### src/hdl/asp_pkg.sv
`default_nettype none
package asp_pkg;
	// ----------------------------------------------------------------
	// Frame layout and commands
	// ----------------------------------------------------------------
	localparam int          FRAME_BITS   = 16;
	localparam int          ANGLE_RES    = 12;
	localparam logic [2:0]  CMD_READ     = 3'h2;
	localparam logic [2:0]  CMD_WRITE    = 3'h4;
	localparam int          CMD_POS      = 13;
	localparam int          ADDR_POS     = 8;
	localparam int          NUM_REGS     = 32;
	localparam logic [4:0]  ADDR_ZERO_LO = 5'h00;
	localparam logic [4:0]  ADDR_ZERO_HI = 5'h01;
	localparam logic [4:0]  ADDR_THRESH  = 5'h06;
	localparam logic [4:0]  ADDR_DIR     = 5'h09;
	localparam logic [4:0]  ADDR_FLAGS   = 5'h1b;
	localparam logic [7:0]  THRESH_RST   = 8'h1c;
	localparam logic [7:0]  REG_RST      = 8'h00;

	// ----------------------------------------------------------------
	// Timing
	// ----------------------------------------------------------------
	localparam int CLK_PERIOD_NS  = 100;
	localparam int REFRESH_NS     = 1000;
	localparam int REFRESH_CYC    = REFRESH_NS / CLK_PERIOD_NS;
	localparam int TIMEOUT_NS     = 25000;
	localparam int TIMEOUT_CYC    = (TIMEOUT_NS + CLK_PERIOD_NS - 1) / CLK_PERIOD_NS;
	localparam int DEAD_NS        = 40000;
	localparam int DEAD_CYC       = (DEAD_NS + CLK_PERIOD_NS - 1) / CLK_PERIOD_NS;
	localparam int ANGLE_GAP_NS   = 150;
	localparam int ANGLE_GAP_CYC  = (ANGLE_GAP_NS + CLK_PERIOD_NS - 1) / CLK_PERIOD_NS;
	localparam int REG_GAP_NS     = 750;
	localparam int REG_GAP_CYC    = (REG_GAP_NS + CLK_PERIOD_NS - 1) / CLK_PERIOD_NS;
	localparam int NVM_WAIT_MS    = 20;
	localparam int NVM_CYC        = NVM_WAIT_MS * (1000000 / CLK_PERIOD_NS);
	localparam int LINK_HALF_CYC  = 8;

	// ----------------------------------------------------------------
	// Types
	// ----------------------------------------------------------------
	typedef enum logic [1:0] {
		OP_SPI_ANGLE = 2'h0,
		OP_REG_READ  = 2'h1,
		OP_REG_WRITE = 2'h2,
		OP_SSI_ANGLE = 2'h3
	} asp_op_t;

	typedef enum logic [1:0] {
		RESP_NONE  = 2'h0,
		RESP_READ  = 2'h1,
		RESP_WRITE = 2'h3
	} asp_resp_t;
endpackage : asp_pkg
`default_nettype wire

### src/hdl/asp_if.sv
`default_nettype none
interface asp_if;
	logic cs_n;
	logic sclk;
	logic mosi;
	logic miso;
	logic miso_oe;
	logic ssck;
	logic ssd;

	modport dev (
		input  cs_n,
		input  sclk,
		input  mosi,
		input  ssck,
		output miso,
		output miso_oe,
		output ssd
	);

	modport host (
		output cs_n,
		output sclk,
		output mosi,
		output ssck,
		input  miso,
		input  miso_oe,
		input  ssd
	);
endinterface : asp_if
`default_nettype wire

### src/hdl/asp_device.sv
`default_nettype none
// Two-entry buffer; a full buffer drops in_ready so the source stalls.
module asp_buf2
	import asp_pkg::*;
#(
	parameter int W     = 16,
	parameter int DEPTH = 2
) (
	// Clock and reset
	input  wire logic         clock,
	input  wire logic         rst,
	// Fill side
	input  wire logic         in_valid,
	output logic              in_ready,
	input  wire logic [W-1:0] in_data,
	// Drain side
	output logic              out_valid,
	input  wire logic         out_ready,
	output logic [W-1:0]      out_data
);
	localparam int AW = (DEPTH > 1) ? $clog2(DEPTH) : 1;

	logic [W-1:0]  mem_q [DEPTH];
	logic [AW-1:0] wr_q;
	logic [AW-1:0] rd_q;
	logic [AW:0]   cnt_q;
	logic          push;
	logic          pop;

	assign in_ready  = (cnt_q != (AW+1)'(DEPTH));
	assign out_valid = (cnt_q != '0);
	assign out_data  = mem_q[rd_q];
	assign push      = in_valid && in_ready;
	assign pop       = out_valid && out_ready;

	always_ff @(posedge clock) begin
		if (push) begin
			mem_q[wr_q] <= in_data;
		end
	end

	always_ff @(posedge clock or posedge rst) begin
		if (rst) begin
			wr_q  <= '0;
			rd_q  <= '0;
			cnt_q <= '0;
		end else begin
			if (push) begin
				wr_q <= (wr_q == AW'(DEPTH - 1)) ? '0 : wr_q + 1'b1;
			end
			if (pop) begin
				rd_q <= (rd_q == AW'(DEPTH - 1)) ? '0 : rd_q + 1'b1;
			end
			cnt_q <= cnt_q + (AW+1)'(push) - (AW+1)'(pop);
		end
	end
endmodule : asp_buf2

// Overview of operation
// - Reload output buffer every microsecond unless frozen.
// - Chip select low freezes, high releases buffer.
// - Angle read: sixteen clocks, MSB first, MOSI zero.
// - Bits below useful resolution sent as zero.
// - Master may stop early for coarser angle.
// - Fast reads repeat value until buffer refresh.
// - Read request: command 010, address, zero byte.
// - Next frame returns register in upper byte.
// - Write request: command 100, address, value.
// - Next frame returns newly written value.
// - Twenty ms programming wait, earlier gives old.
// - No wait after reads or angle reads.
// - Writes persist; registers reload at power-on; reset here loads factory values.
// - Synchronous serial port reads angle only.
// - Serial master idles low, adds dummy rise.
// - First serial falling edge freezes, MSB first.
// - Serial freeze holds until bit zero plus timeout.
// - Serial word is sixteen bits, zero filled.
// - Master waits dead time between serial reads.
// - Mode 0 and 3 detected automatically.
// - Chip select high 150 ns between angles.
// - Chip select high 750 ns around registers.
module asp_device
	import asp_pkg::*;
#(
	parameter int NVM_PROG_CYC = NVM_CYC
) (
	// Clock and reset
	input  wire logic        clock,
	input  wire logic        rst,
	// Link to the bus master
	asp_if.dev               link,
	// Angle samples from the front-end
	input  wire logic        angle_valid,
	output logic             angle_ready,
	input  wire logic [15:0] angle_data,
	// Field flags, readable at the flag address
	input  wire logic [1:0]  field_flags,
	// Stored configuration
	output logic [15:0]      zero_pos,
	output logic             dir_ccw,
	output logic [7:0]       field_thresh,
	output logic             prog_busy
);
	// ----------------------------------------------------------------
	// Pin synchronisers and edge detection
	// ----------------------------------------------------------------
	// Pin order: cs_n, sclk, mosi, ssck.
	logic [3:0] pin_s1_q;
	logic [3:0] pin_s2_q;
	logic [3:0] pin_s3_q;
	logic       cs_fall;
	logic       cs_rise;
	logic       sclk_rise;
	logic       sclk_fall;
	logic       ssck_rise;
	logic       ssck_fall;
	logic       mosi_s;

	always_ff @(posedge clock or posedge rst) begin
		if (rst) begin
			pin_s1_q <= 4'h8;
			pin_s2_q <= 4'h8;
			pin_s3_q <= 4'h8;
		end else begin
			pin_s1_q <= {link.cs_n, link.sclk, link.mosi, link.ssck};
			pin_s2_q <= pin_s1_q;
			pin_s3_q <= pin_s2_q;
		end
	end

	assign cs_fall   = pin_s3_q[3] && !pin_s2_q[3];
	assign cs_rise   = !pin_s3_q[3] && pin_s2_q[3];
	assign sclk_rise = !pin_s3_q[2] && pin_s2_q[2] && !pin_s2_q[3];
	assign sclk_fall = pin_s3_q[2] && !pin_s2_q[2] && !pin_s2_q[3];
	assign mosi_s    = pin_s2_q[1];
	assign ssck_rise = !pin_s3_q[0] && pin_s2_q[0];
	assign ssck_fall = pin_s3_q[0] && !pin_s2_q[0];

	// ----------------------------------------------------------------
	// Angle output buffer
	// ----------------------------------------------------------------
	localparam logic [15:0] RES_MASK = 16'hffff << (FRAME_BITS - ANGLE_RES);

	logic [3:0]  ref_cnt_q;
	logic        ref_tick;
	logic        spi_on_q;
	logic        ssi_on_q;
	logic        frozen;
	logic [15:0] angle_q;
	logic        fe_valid;
	logic [15:0] fe_data;

	assign frozen   = spi_on_q || ssi_on_q;
	assign ref_tick = (ref_cnt_q == 4'(REFRESH_CYC - 1));

	// The buffer absorbs front-end samples while a read holds the angle.
	asp_buf2 #(.W(16), .DEPTH(2)) u_fe_buf (
		.clock     (clock),
		.rst       (rst),
		.in_valid  (angle_valid),
		.in_ready  (angle_ready),
		.in_data   (angle_data),
		.out_valid (fe_valid),
		.out_ready (ref_tick && !frozen),
		.out_data  (fe_data)
	);

	always_ff @(posedge clock or posedge rst) begin
		if (rst) begin
			ref_cnt_q <= '0;
			angle_q   <= '0;
		end else begin
			ref_cnt_q <= ref_tick ? '0 : ref_cnt_q + 4'h1;
			if (ref_tick && !frozen && fe_valid) begin
				angle_q <= fe_data & RES_MASK;
			end
		end
	end

	// ----------------------------------------------------------------
	// Configuration store
	// ----------------------------------------------------------------
	function automatic logic [7:0] reg_value(input logic [4:0] a, input logic [7:0] m, input logic [1:0] f);
		reg_value = (a == ADDR_FLAGS) ? {f, 6'h00} : m;
	endfunction : reg_value

	logic [7:0]  nvm_q [NUM_REGS];
	logic [19:0] prog_cnt_q;
	logic [4:0]  prog_addr_q;
	logic [7:0]  prog_data_q;
	logic        prog_start;
	logic [15:0] rx_q;

	// Reset stands in for power-on: the store comes back at factory values.
	always_ff @(posedge clock or posedge rst) begin
		if (rst) begin
			for (int i = 0; i < NUM_REGS; i++) begin
				nvm_q[i] <= (i == int'(ADDR_THRESH)) ? THRESH_RST : REG_RST;
			end
		end else if (prog_busy && prog_cnt_q == 20'(NVM_PROG_CYC - 1)) begin
			nvm_q[prog_addr_q] <= prog_data_q;
		end
	end

	always_ff @(posedge clock or posedge rst) begin
		if (rst) begin
			prog_busy   <= 1'b0;
			prog_cnt_q  <= '0;
			prog_addr_q <= '0;
			prog_data_q <= '0;
		end else if (prog_start) begin
			prog_busy   <= 1'b1;
			prog_cnt_q  <= '0;
			prog_addr_q <= rx_q[ADDR_POS +: 5];
			prog_data_q <= rx_q[7:0];
		end else if (prog_busy) begin
			prog_cnt_q <= prog_cnt_q + 20'h1;
			prog_busy  <= (prog_cnt_q != 20'(NVM_PROG_CYC - 1));
		end
	end

	assign zero_pos     = {nvm_q[ADDR_ZERO_HI], nvm_q[ADDR_ZERO_LO]};
	assign dir_ccw      = nvm_q[ADDR_DIR][7];
	assign field_thresh = nvm_q[ADDR_THRESH];

	// ----------------------------------------------------------------
	// Four-wire port
	// ----------------------------------------------------------------
	logic [15:0] tx_q;
	logic [4:0]  bit_cnt_q;
	logic        miso_q;
	asp_resp_t   resp_q;
	logic [4:0]  resp_addr_q;
	logic [15:0] frame_word;
	logic        full_frame;
	logic [2:0]  cmd;

	assign full_frame = (bit_cnt_q == 5'(FRAME_BITS));
	assign cmd        = rx_q[CMD_POS +: 3];
	assign prog_start = cs_rise && spi_on_q && full_frame && cmd == CMD_WRITE && !prog_busy;

	always_comb begin
		if (resp_q == RESP_NONE) begin
			frame_word = angle_q;
		end else begin
			frame_word = {reg_value(resp_addr_q, nvm_q[resp_addr_q], field_flags), 8'h00};
		end
	end

	// A falling clock edge shifts only after a rising one, so the idle-high
	// first edge of mode 3 never skips the MSB.
	always_ff @(posedge clock or posedge rst) begin
		if (rst) begin
			spi_on_q    <= 1'b0;
			tx_q        <= '0;
			rx_q        <= '0;
			bit_cnt_q   <= '0;
			miso_q      <= 1'b0;
			resp_q      <= RESP_NONE;
			resp_addr_q <= '0;
		end else if (cs_fall) begin
			spi_on_q  <= 1'b1;
			tx_q      <= {frame_word[14:0], 1'b0};
			miso_q    <= frame_word[15];
			bit_cnt_q <= '0;
			rx_q      <= '0;
		end else if (cs_rise) begin
			spi_on_q <= 1'b0;
			resp_q   <= RESP_NONE;
			if (spi_on_q && full_frame) begin
				resp_addr_q <= rx_q[ADDR_POS +: 5];
				if (cmd == CMD_READ) begin
					resp_q <= RESP_READ;
				end else if (cmd == CMD_WRITE) begin
					resp_q <= RESP_WRITE;
				end
			end
		end else if (spi_on_q && sclk_rise) begin
			rx_q <= {rx_q[14:0], mosi_s};
			if (!full_frame) begin
				bit_cnt_q <= bit_cnt_q + 5'h1;
			end
		end else if (spi_on_q && sclk_fall && bit_cnt_q != '0) begin
			miso_q <= tx_q[15];
			tx_q   <= {tx_q[14:0], 1'b0};
		end
	end

	assign link.miso    = miso_q;
	assign link.miso_oe = spi_on_q;

	// ----------------------------------------------------------------
	// Two-wire angle port
	// ----------------------------------------------------------------
	logic [15:0] ss_tx_q;
	logic [8:0]  tmo_q;
	logic        ssd_q;

	// Only the angle is ever loaded here; no command path exists.
	always_ff @(posedge clock or posedge rst) begin
		if (rst) begin
			ssi_on_q  <= 1'b0;
			ss_tx_q   <= '0;
			tmo_q     <= '0;
			ssd_q     <= 1'b0;
		end else if (ssck_fall && !ssi_on_q) begin
			ssi_on_q  <= 1'b1;
			ssd_q     <= angle_q[15];
			ss_tx_q   <= {angle_q[14:0], 1'b0};
			tmo_q     <= 9'(TIMEOUT_CYC);
		end else if (ssi_on_q) begin
			if (ssck_fall) begin
				ssd_q   <= ss_tx_q[15];
				ss_tx_q <= {ss_tx_q[14:0], 1'b0};
				tmo_q   <= 9'(TIMEOUT_CYC);
			end else if (ssck_rise) begin
				// Every rise, the one for bit 0 included, restarts the quiet time.
				tmo_q <= 9'(TIMEOUT_CYC);
			end else if (tmo_q != '0) begin
				tmo_q <= tmo_q - 9'h1;
			end else begin
				// Release needs the quiet timeout, so an early stop also ends the hold.
				ssi_on_q <= 1'b0;
				ssd_q    <= 1'b0;
			end
		end
	end

	assign link.ssd = ssd_q;
endmodule : asp_device
`default_nettype wire

### src/flat_wrapper.sv
// flat-port wrapper written by rule: the top's interface ports become plain ports
module asp_device_flat import asp_pkg::*;
#(
	parameter int NVM_PROG_CYC = NVM_CYC
)
  (clock, rst, angle_valid, angle_ready, angle_data, field_flags, zero_pos, dir_ccw, field_thresh, prog_busy, link_cs_n, link_sclk, link_mosi, link_ssck, link_miso, link_miso_oe, link_ssd);
  asp_if link_i ();
  input  wire logic clock;
  input  wire logic rst;
  input  wire logic angle_valid;
  output logic angle_ready;
  input  wire logic [15:0] angle_data;
  input  wire logic [1:0] field_flags;
  output logic [15:0] zero_pos;
  output logic dir_ccw;
  output logic [7:0] field_thresh;
  output logic prog_busy;
  input wire logic [$bits(link_i.cs_n)-1:0] link_cs_n;
  input wire logic [$bits(link_i.sclk)-1:0] link_sclk;
  input wire logic [$bits(link_i.mosi)-1:0] link_mosi;
  input wire logic [$bits(link_i.ssck)-1:0] link_ssck;
  output wire logic [$bits(link_i.miso)-1:0] link_miso;
  output wire logic [$bits(link_i.miso_oe)-1:0] link_miso_oe;
  output wire logic [$bits(link_i.ssd)-1:0] link_ssd;
  assign link_i.cs_n = link_cs_n;
  assign link_i.sclk = link_sclk;
  assign link_i.mosi = link_mosi;
  assign link_i.ssck = link_ssck;
  assign link_miso = link_i.miso;
  assign link_miso_oe = link_i.miso_oe;
  assign link_ssd = link_i.ssd;
  asp_device #(.NVM_PROG_CYC(NVM_PROG_CYC)) u_core (.clock(clock), .rst(rst), .link(link_i), .angle_valid(angle_valid), .angle_ready(angle_ready), .angle_data(angle_data), .field_flags(field_flags), .zero_pos(zero_pos), .dir_ccw(dir_ccw), .field_thresh(field_thresh), .prog_busy(prog_busy));
endmodule
### config.mk
export PLATFORM = sky130hd
export DESIGN_NAME = asp_device_flat
export DESIGN_NICKNAME = d
export VERILOG_FILES = /design/src/hdl/asp_pkg.sv /design/src/hdl/asp_if.sv /design/src/hdl/asp_device.sv /design/src/flat_wrapper.sv
export SDC_FILE = /design/constraint.sdc
export NUM_CORES = 1
export LEC_CHECK = 0
export BUFFER_PORTS_ARGS = -buffer_cell sky130_fd_sc_hd__buf_2
export CORE_ASPECT_RATIO = 1.25
export CORE_UTILIZATION = 48
export DETAILED_ROUTE_END_ITERATION = 10
export GPL_TIMING_DRIVEN = 1
export MAX_ROUTING_LAYER = met4
export PLACE_DENSITY_LB_ADDON = 0.15
export SLEW_MARGIN = 5
export SYNTH_ARGS = -nofsm -noshare
export SYNTH_HDL_FRONTEND = slang
export SYNTH_SLANG_ARGS = --single-unit
### constraint.sdc
create_clock -name clock -period 12.8 [get_ports clock]
set_input_delay 1.92 -clock clock [delete_from_list [all_inputs] [get_ports clock]]
set_output_delay 1.92 -clock clock [all_outputs]
set_load 0.02 [all_outputs]
## After elaboration in Yosys (flattened, before gate mapping)

Memory sizes are Yosys's and may differ from the RTL's. A register that Yosys moved wholly into a read port is not among the register bits.
Index checks and enable logic that the tools add are counted.

- Flip-flop bits (word level): 383
- Memory bits (writable): 32
- Input port bits: 25
- Output and inout port bits: 30
- Word-level logic and storage cells: 188
- Memories kept: 1

Memories:

| memory | depth | bits a word | rd ports | clocked after Yosys merged registers in | write ports | line | text |
|---|---|---|---|---|---|---|---|
| u_core.u_fe_buf.mem_q | 2 | 16 | 1 | 1 | 1 | asp_device.sv:23 | `logic [W-1:0] mem_q [DEPTH];` |

- $add $sub $neg: 8
- Magnitude comparators: 3
- Eq/ne operators: 13
- Multiplexer cells: 55
- Bitwise operators: 3
- Reduce and logical (&&, ||, !) cells: 51

Operators with widths:

| operator | number |
|---|---|
| $bwmux 256 | 1 |
| $mux 16 | 11 |
| $mux 9 | 5 |
| $bmux 8 s5 | 1 |
| $demux 8 s5 | 1 |
| $mux 20 | 2 |
| $mux 8 | 4 |
| $logic_and 1x1->1 | 22 |
| $mux 1 | 22 |
| $add 20x1->20 const B | 1 |
| $eq 20x18->1 const B | 1 |
| $mux 5 | 4 |
| $ne 20x18->1 const B | 1 |
| $reduce_bool 2->1 | 7 |
| $ge 6x6->1 const B | 2 |
| $not 5->6 | 2 |
| $reduce_and 3->1 | 4 |
| $eq 5x5->1 const B | 2 |
| $logic_not 1->1 | 9 |
| $reduce_bool 9->1 | 1 |
| $sub 9x1->9 const B | 1 |
| $reduce_and 2->1 | 4 |
| $lt 6x1->1 const B | 1 |
| $mux 2 | 3 |
| other kinds (18) | 21 |

## Depth between registers and ports, before layout

- Depth after elaboration: 9
- Mapped depth: 9
- Mapped depth without buffers: 8

## Modules after synthesis

Synthesis repeated with hierarchy kept, for this count alone.

- Cell total of the unflattened synthesis: 1398
- Area total of the unflattened synthesis: 19207.2 sq um

By module, submodules not included:

| module | times used | cells an instance | area each (sq um) |
|---|---|---|---|
| asp_device | 1 | 1325 | 17827.1 |
| asp_buf2 | 1 | 73 | 1380.1 |

## Worst setup path before layout

OpenSTA, ideal clock, no wires.

- Kind: in2reg
- Start point: input port angle_valid
- End point: memory u_core.u_fe_buf.mem_q[0][10] (enable)
- Arrival time: 2.551 ns
- Required time: 12.420 ns
- Path slack: 9.869 ns
- Stages: 2
- Path buffers: 0
- Cells stage by stage: nand2_1 > nor2_1

- Longest elaborated chain between the ends: 3

RTL lines:

| element | line | text |
|---|---|---|
| from (decl) | flat_wrapper.sv:10 | `input wire logic angle_valid;` |
| $logic_and 1x1->1 | asp_device.sv:33 | `assign push = in_valid && in_ready;` |
| $mux 1 | asp_device.sv:37 | `if (push) begin` |
| $mux 1 (implied by the code) | asp_device.sv:38 | `mem_q[wr_q] <= in_data;` |
| to (decl) | asp_device.sv:23 |  |

Every way passes these cells.

==> reports/results.tsv <==
stage	metric	value	unit
route	drt-initial-drc-count	500	
route	drcViolationCount	0	
worst_setup_path	cp_max_fo	175	
cts	clock-root-buffer	clkbuf_16	
layout	post-route-util	53.56	%
sta	fin_skew	0.01431	ns
route	drt-total-wl	41980	um
synthesis	ys_seq_elements	408	
global_route	grt_overflow	0	
worst_setup_path	cp-endpoint	u_core.nvm_q[93]$_DFFE_PP0P_	
place	dp_hpwl	26250	um
floorplanning	die_x	180.9	um
cts	cts_resized	0	
flow_run	drv_cap	0	
sta	worst_pin_slew	1.211	ns
synthesis	synth_edf_count	24	
cts	clk_pin_slew_worst_paths	0.06	ns
cts	cts_inserted_buffers	42	
floorplanning	core_area	39320	um^2
power_and_ir_drop	powerDensity	133.7	nW/um^2
worst_setup_path	worstSetupPathType	in -> async	
worst_setup_path	reg2regPathDepth	6	
sta	max_slew_margin	19.25	%
route	avgViaCountPerCell	5.714	
place	placed_area	19610	um^2
layout	final_nets	1440	
global_route	grt_pass1_wl	67590	um
sta	finalCriticalPeriod	3.958	ns
worst_setup_path	rrSetupSlack	9.24	ns
power_and_ir_drop	p_leak	9.750	nW
layout	layout_common_cells	376 x dfrtp_1, 188 x mux2_2, 96 x mux2_4	
layout	finalInstanceArea	21060	um^2
floorplanning	io_pins	55	
sta	finalCritPeriodShare	30.92	%
place	port_buffers	50	
status	status	finished clean	
floorplanning	die_height	225.6	um
power_and_ir_drop	peakVddDrop	80.62	uV
synthesis	synth_area_per_cell	13.60	um^2
global_route	grt_max_degree	176	
sta	final_max_slew_viol_count	0	
route	num_vias	11060	
layout	layout_commonest_cell	dfrtp_1	
worst_setup_path	crit_start	rst	
route	dr.pass1.iters	5	
worst_setup_path	r2r_end	u_core.link.miso$_DFFE_PP0P_	
synthesis	syn_area	19200	um^2
synthesis	synthArstFlopShare	94.12	%
sta	timing.setup.tns	0	ns
global_route	antenna_found_initial	1	
worst_setup_path	crit_arrival	4.47	ns
synthesis	ys_warn_count	0	
worst_setup_path	crit_required	13.31	ns
layout	layout-drive-gt1-share	36.26	%
sta	setup_viol	0	
synthesis	yosysUniqueCellTypes	68	
synthesis	synth_nets	1448	
sta	clock.fmax	252.6	MHz
sta	rsz0062_at_grt	false	
layout	fill_cells	3371	
global_route	grt_pass1_vias	11580	
cts	cts_tree	built	
synthesis	syn_inst	1412	
cts	holdBufCountCts	0	
min_path	hp-class	reg -> reg	
route	wl_per_cell	21.68	um
floorplanning	rows	81	
worst_setup_path	cp-start-kind	primary input	
layout	synthToLayoutAreaGrowth	9.682	%
cts	clkLatencyLatePin	0.55	ns
cts	post_cts_buffers	0	
worst_setup_path	worstSetupEndpointType	async pin	
floorplanning	dieArea	40820	um^2
global_route	grt_use_total	22.09	%
cts	cts.sinks	408	
sta	hold_violations	0	
synthesis	ys.flop_type	dfrtp_1	
floorplanning	initial_core_util	48.84	%
synthesis	synth_seq_area_share	53.83	%
cts	cts_htree_levels	2	
power_and_ir_drop	fin_total_pwr	2.816	mW
place	gp_congestion	0.8348	
cts	clockBufferDepth	3	
route	detail-route-antenna-nets	0	
worst_setup_path	r2r_start	u_core.resp_addr_q[0]$_DFFE_PP0P_	
-- layout make-up --
| class | count | area [um^2] | area share [%] |
|---|---|---|---|
| Sequential cell | 408 | 10340 | 49.10 |
| Multi-Input combinational cell | 866 | 8177 | 38.82 |
| Clock buffer | 63 | 1304 | 6.190 |
| Tap cell | 498 | 623.1 | 2.958 |
| Timing Repair Buffer | 67 | 390.4 | 1.853 |
| Clock inverter | 14 | 145.1 | 0.6891 |
| Inverter | 19 | 78.83 | 0.3742 |
| Antenna cell | 1 | 2.502 | 0.01188 |
-- per-stage QoR --
| stage | cells | setup slack (ns) | hold WS (ns) |
|---|---|---|---|
| after global placement | 1858 | 8.118 | 0.3425 |
| final | 1936 | 8.842 | 0.3526 |
| after floorplan | 1412 | 0.2191 | 0.3312 |
| after global routing | 1936 | 8.353 | 0.3621 |
| after detailed placement | 1858 | 8.092 | 0.3371 |
| after CTS | 1935 | 8.676 | 0.3575 |
-- cell usage after synthesis, types with 7 or more instances --
cell | count | area share (%)
a21oi_1 | 39 | 1.0
a31oi_1 | 9 | 0.29
buf_1 | 7 | 0.14
buf_2 | 11 | 0.29
buf_4 | 30 | 1.2
buf_6 | 8 | 0.47
clkbuf_1 | 63 | 1.2
dfrtp_1 | 378 | 49
edfxtp_1 | 24 | 3.8
ha_1 | 11 | 0.72
inv_1 | 19 | 0.37
mux2_2 | 188 | 11
mux2_4 | 96 | 7.5
mux2i_1 | 40 | 2.1
mux4_2 | 62 | 7.3
nand2_1 | 52 | 1.0
nand2b_1 | 34 | 1.1
nand3_1 | 43 | 1.1
nand4_1 | 8 | 0.26
nor2_1 | 65 | 1.3
nor2_2 | 10 | 0.33
nor2b_1 | 21 | 0.68
nor3_1 | 14 | 0.36
o21ai_0 | 56 | 1.5
or4_1 | 12 | 0.47
xnor2_1 | 8 | 0.36
-- worst max-delay path, stage by stage --
cell    delay (ns)
buf_2         0.13
inv_8         0.54
buf_12        0.71
buf_4         0.89
-- sequential cells by signal, summed over array words and instances, names as in the netlist, 9 cells and up --
| name | cells |
|---|---|
| u_core.zero_pos | 16 |
| u_core.tmo_q | 9 |
| u_core.u_fe_buf.mem_q | 24 |
| u_core.nvm_q | 231 |
| u_core.prog_cnt_q | 20 |
| u_core.angle_q | 12 |
| u_core.tx_q | 11 |
| u_core.rx_q | 16 |
| u_core.ss_tx_q | 11 |
-- power by group --
| group | leakage [nW] | internal, mW | switching [mW] |
|---|---|---|---|
| Sequential | 5.42 | 1.36 | 0.0397 |
| Combinational | 3.61 | 0.0529 | 0.0900 |
| Clock | 0.719 | 0.764 | 0.507 |
| Total | 9.75 | 2.18 | 0.637 |
-- how the worst min path moves through the flow --
| stage | to | cells past startpoint | from |
|---|---|---|---|
| after floorplan | u_core.pin_s2_q[0]$_DFF_PP0_ | 0 | u_core.pin_s1_q[0]$_DFF_PP0_ |
| after global placement | u_core.pin_s2_q[2]$_DFF_PP0_ | 0 | u_core.pin_s1_q[2]$_DFF_PP0_ |
| after detailed placement | u_core.pin_s2_q[2]$_DFF_PP0_ | 0 | u_core.pin_s1_q[2]$_DFF_PP0_ |
| after CTS | u_core.pin_s2_q[2]$_DFF_PP0_ | 0 | u_core.pin_s1_q[2]$_DFF_PP0_ |
| after global routing | u_core.pin_s2_q[3]$_DFF_PP1_ | 0 | u_core.pin_s1_q[3]$_DFF_PP1_ |
| final | u_core.pin_s2_q[2]$_DFF_PP0_ | 0 | u_core.pin_s1_q[2]$_DFF_PP0_ |
-- layer usage --
layer,wire (um),GRT usage [%],vias up
met5,0,-,-
met4,967,6.203,0
met3,1176,2.871,66
met2,21360,36.83,140
met1,18480,28.44,5764
li1,-,-,5093
-- kinds of logic (layout without fill, tap and decap cells) --
kind of cell	Yosys count	in the layout	share of synthesized area, %
AO/OA/AOI/OAI	147	147	4.633
XOR/XNOR	11	11	0.5017
adder cells (fa/ha/maj)	11	11	0.7167
buffers and inverters	138	163	3.668
flip-flops	408	408	53.83
multiplexers	386	386	27.89
other	0	1	0
AND/OR/NAND/NOR	311	311	8.763
Note: power is estimated with default switching activity, not from simulation.
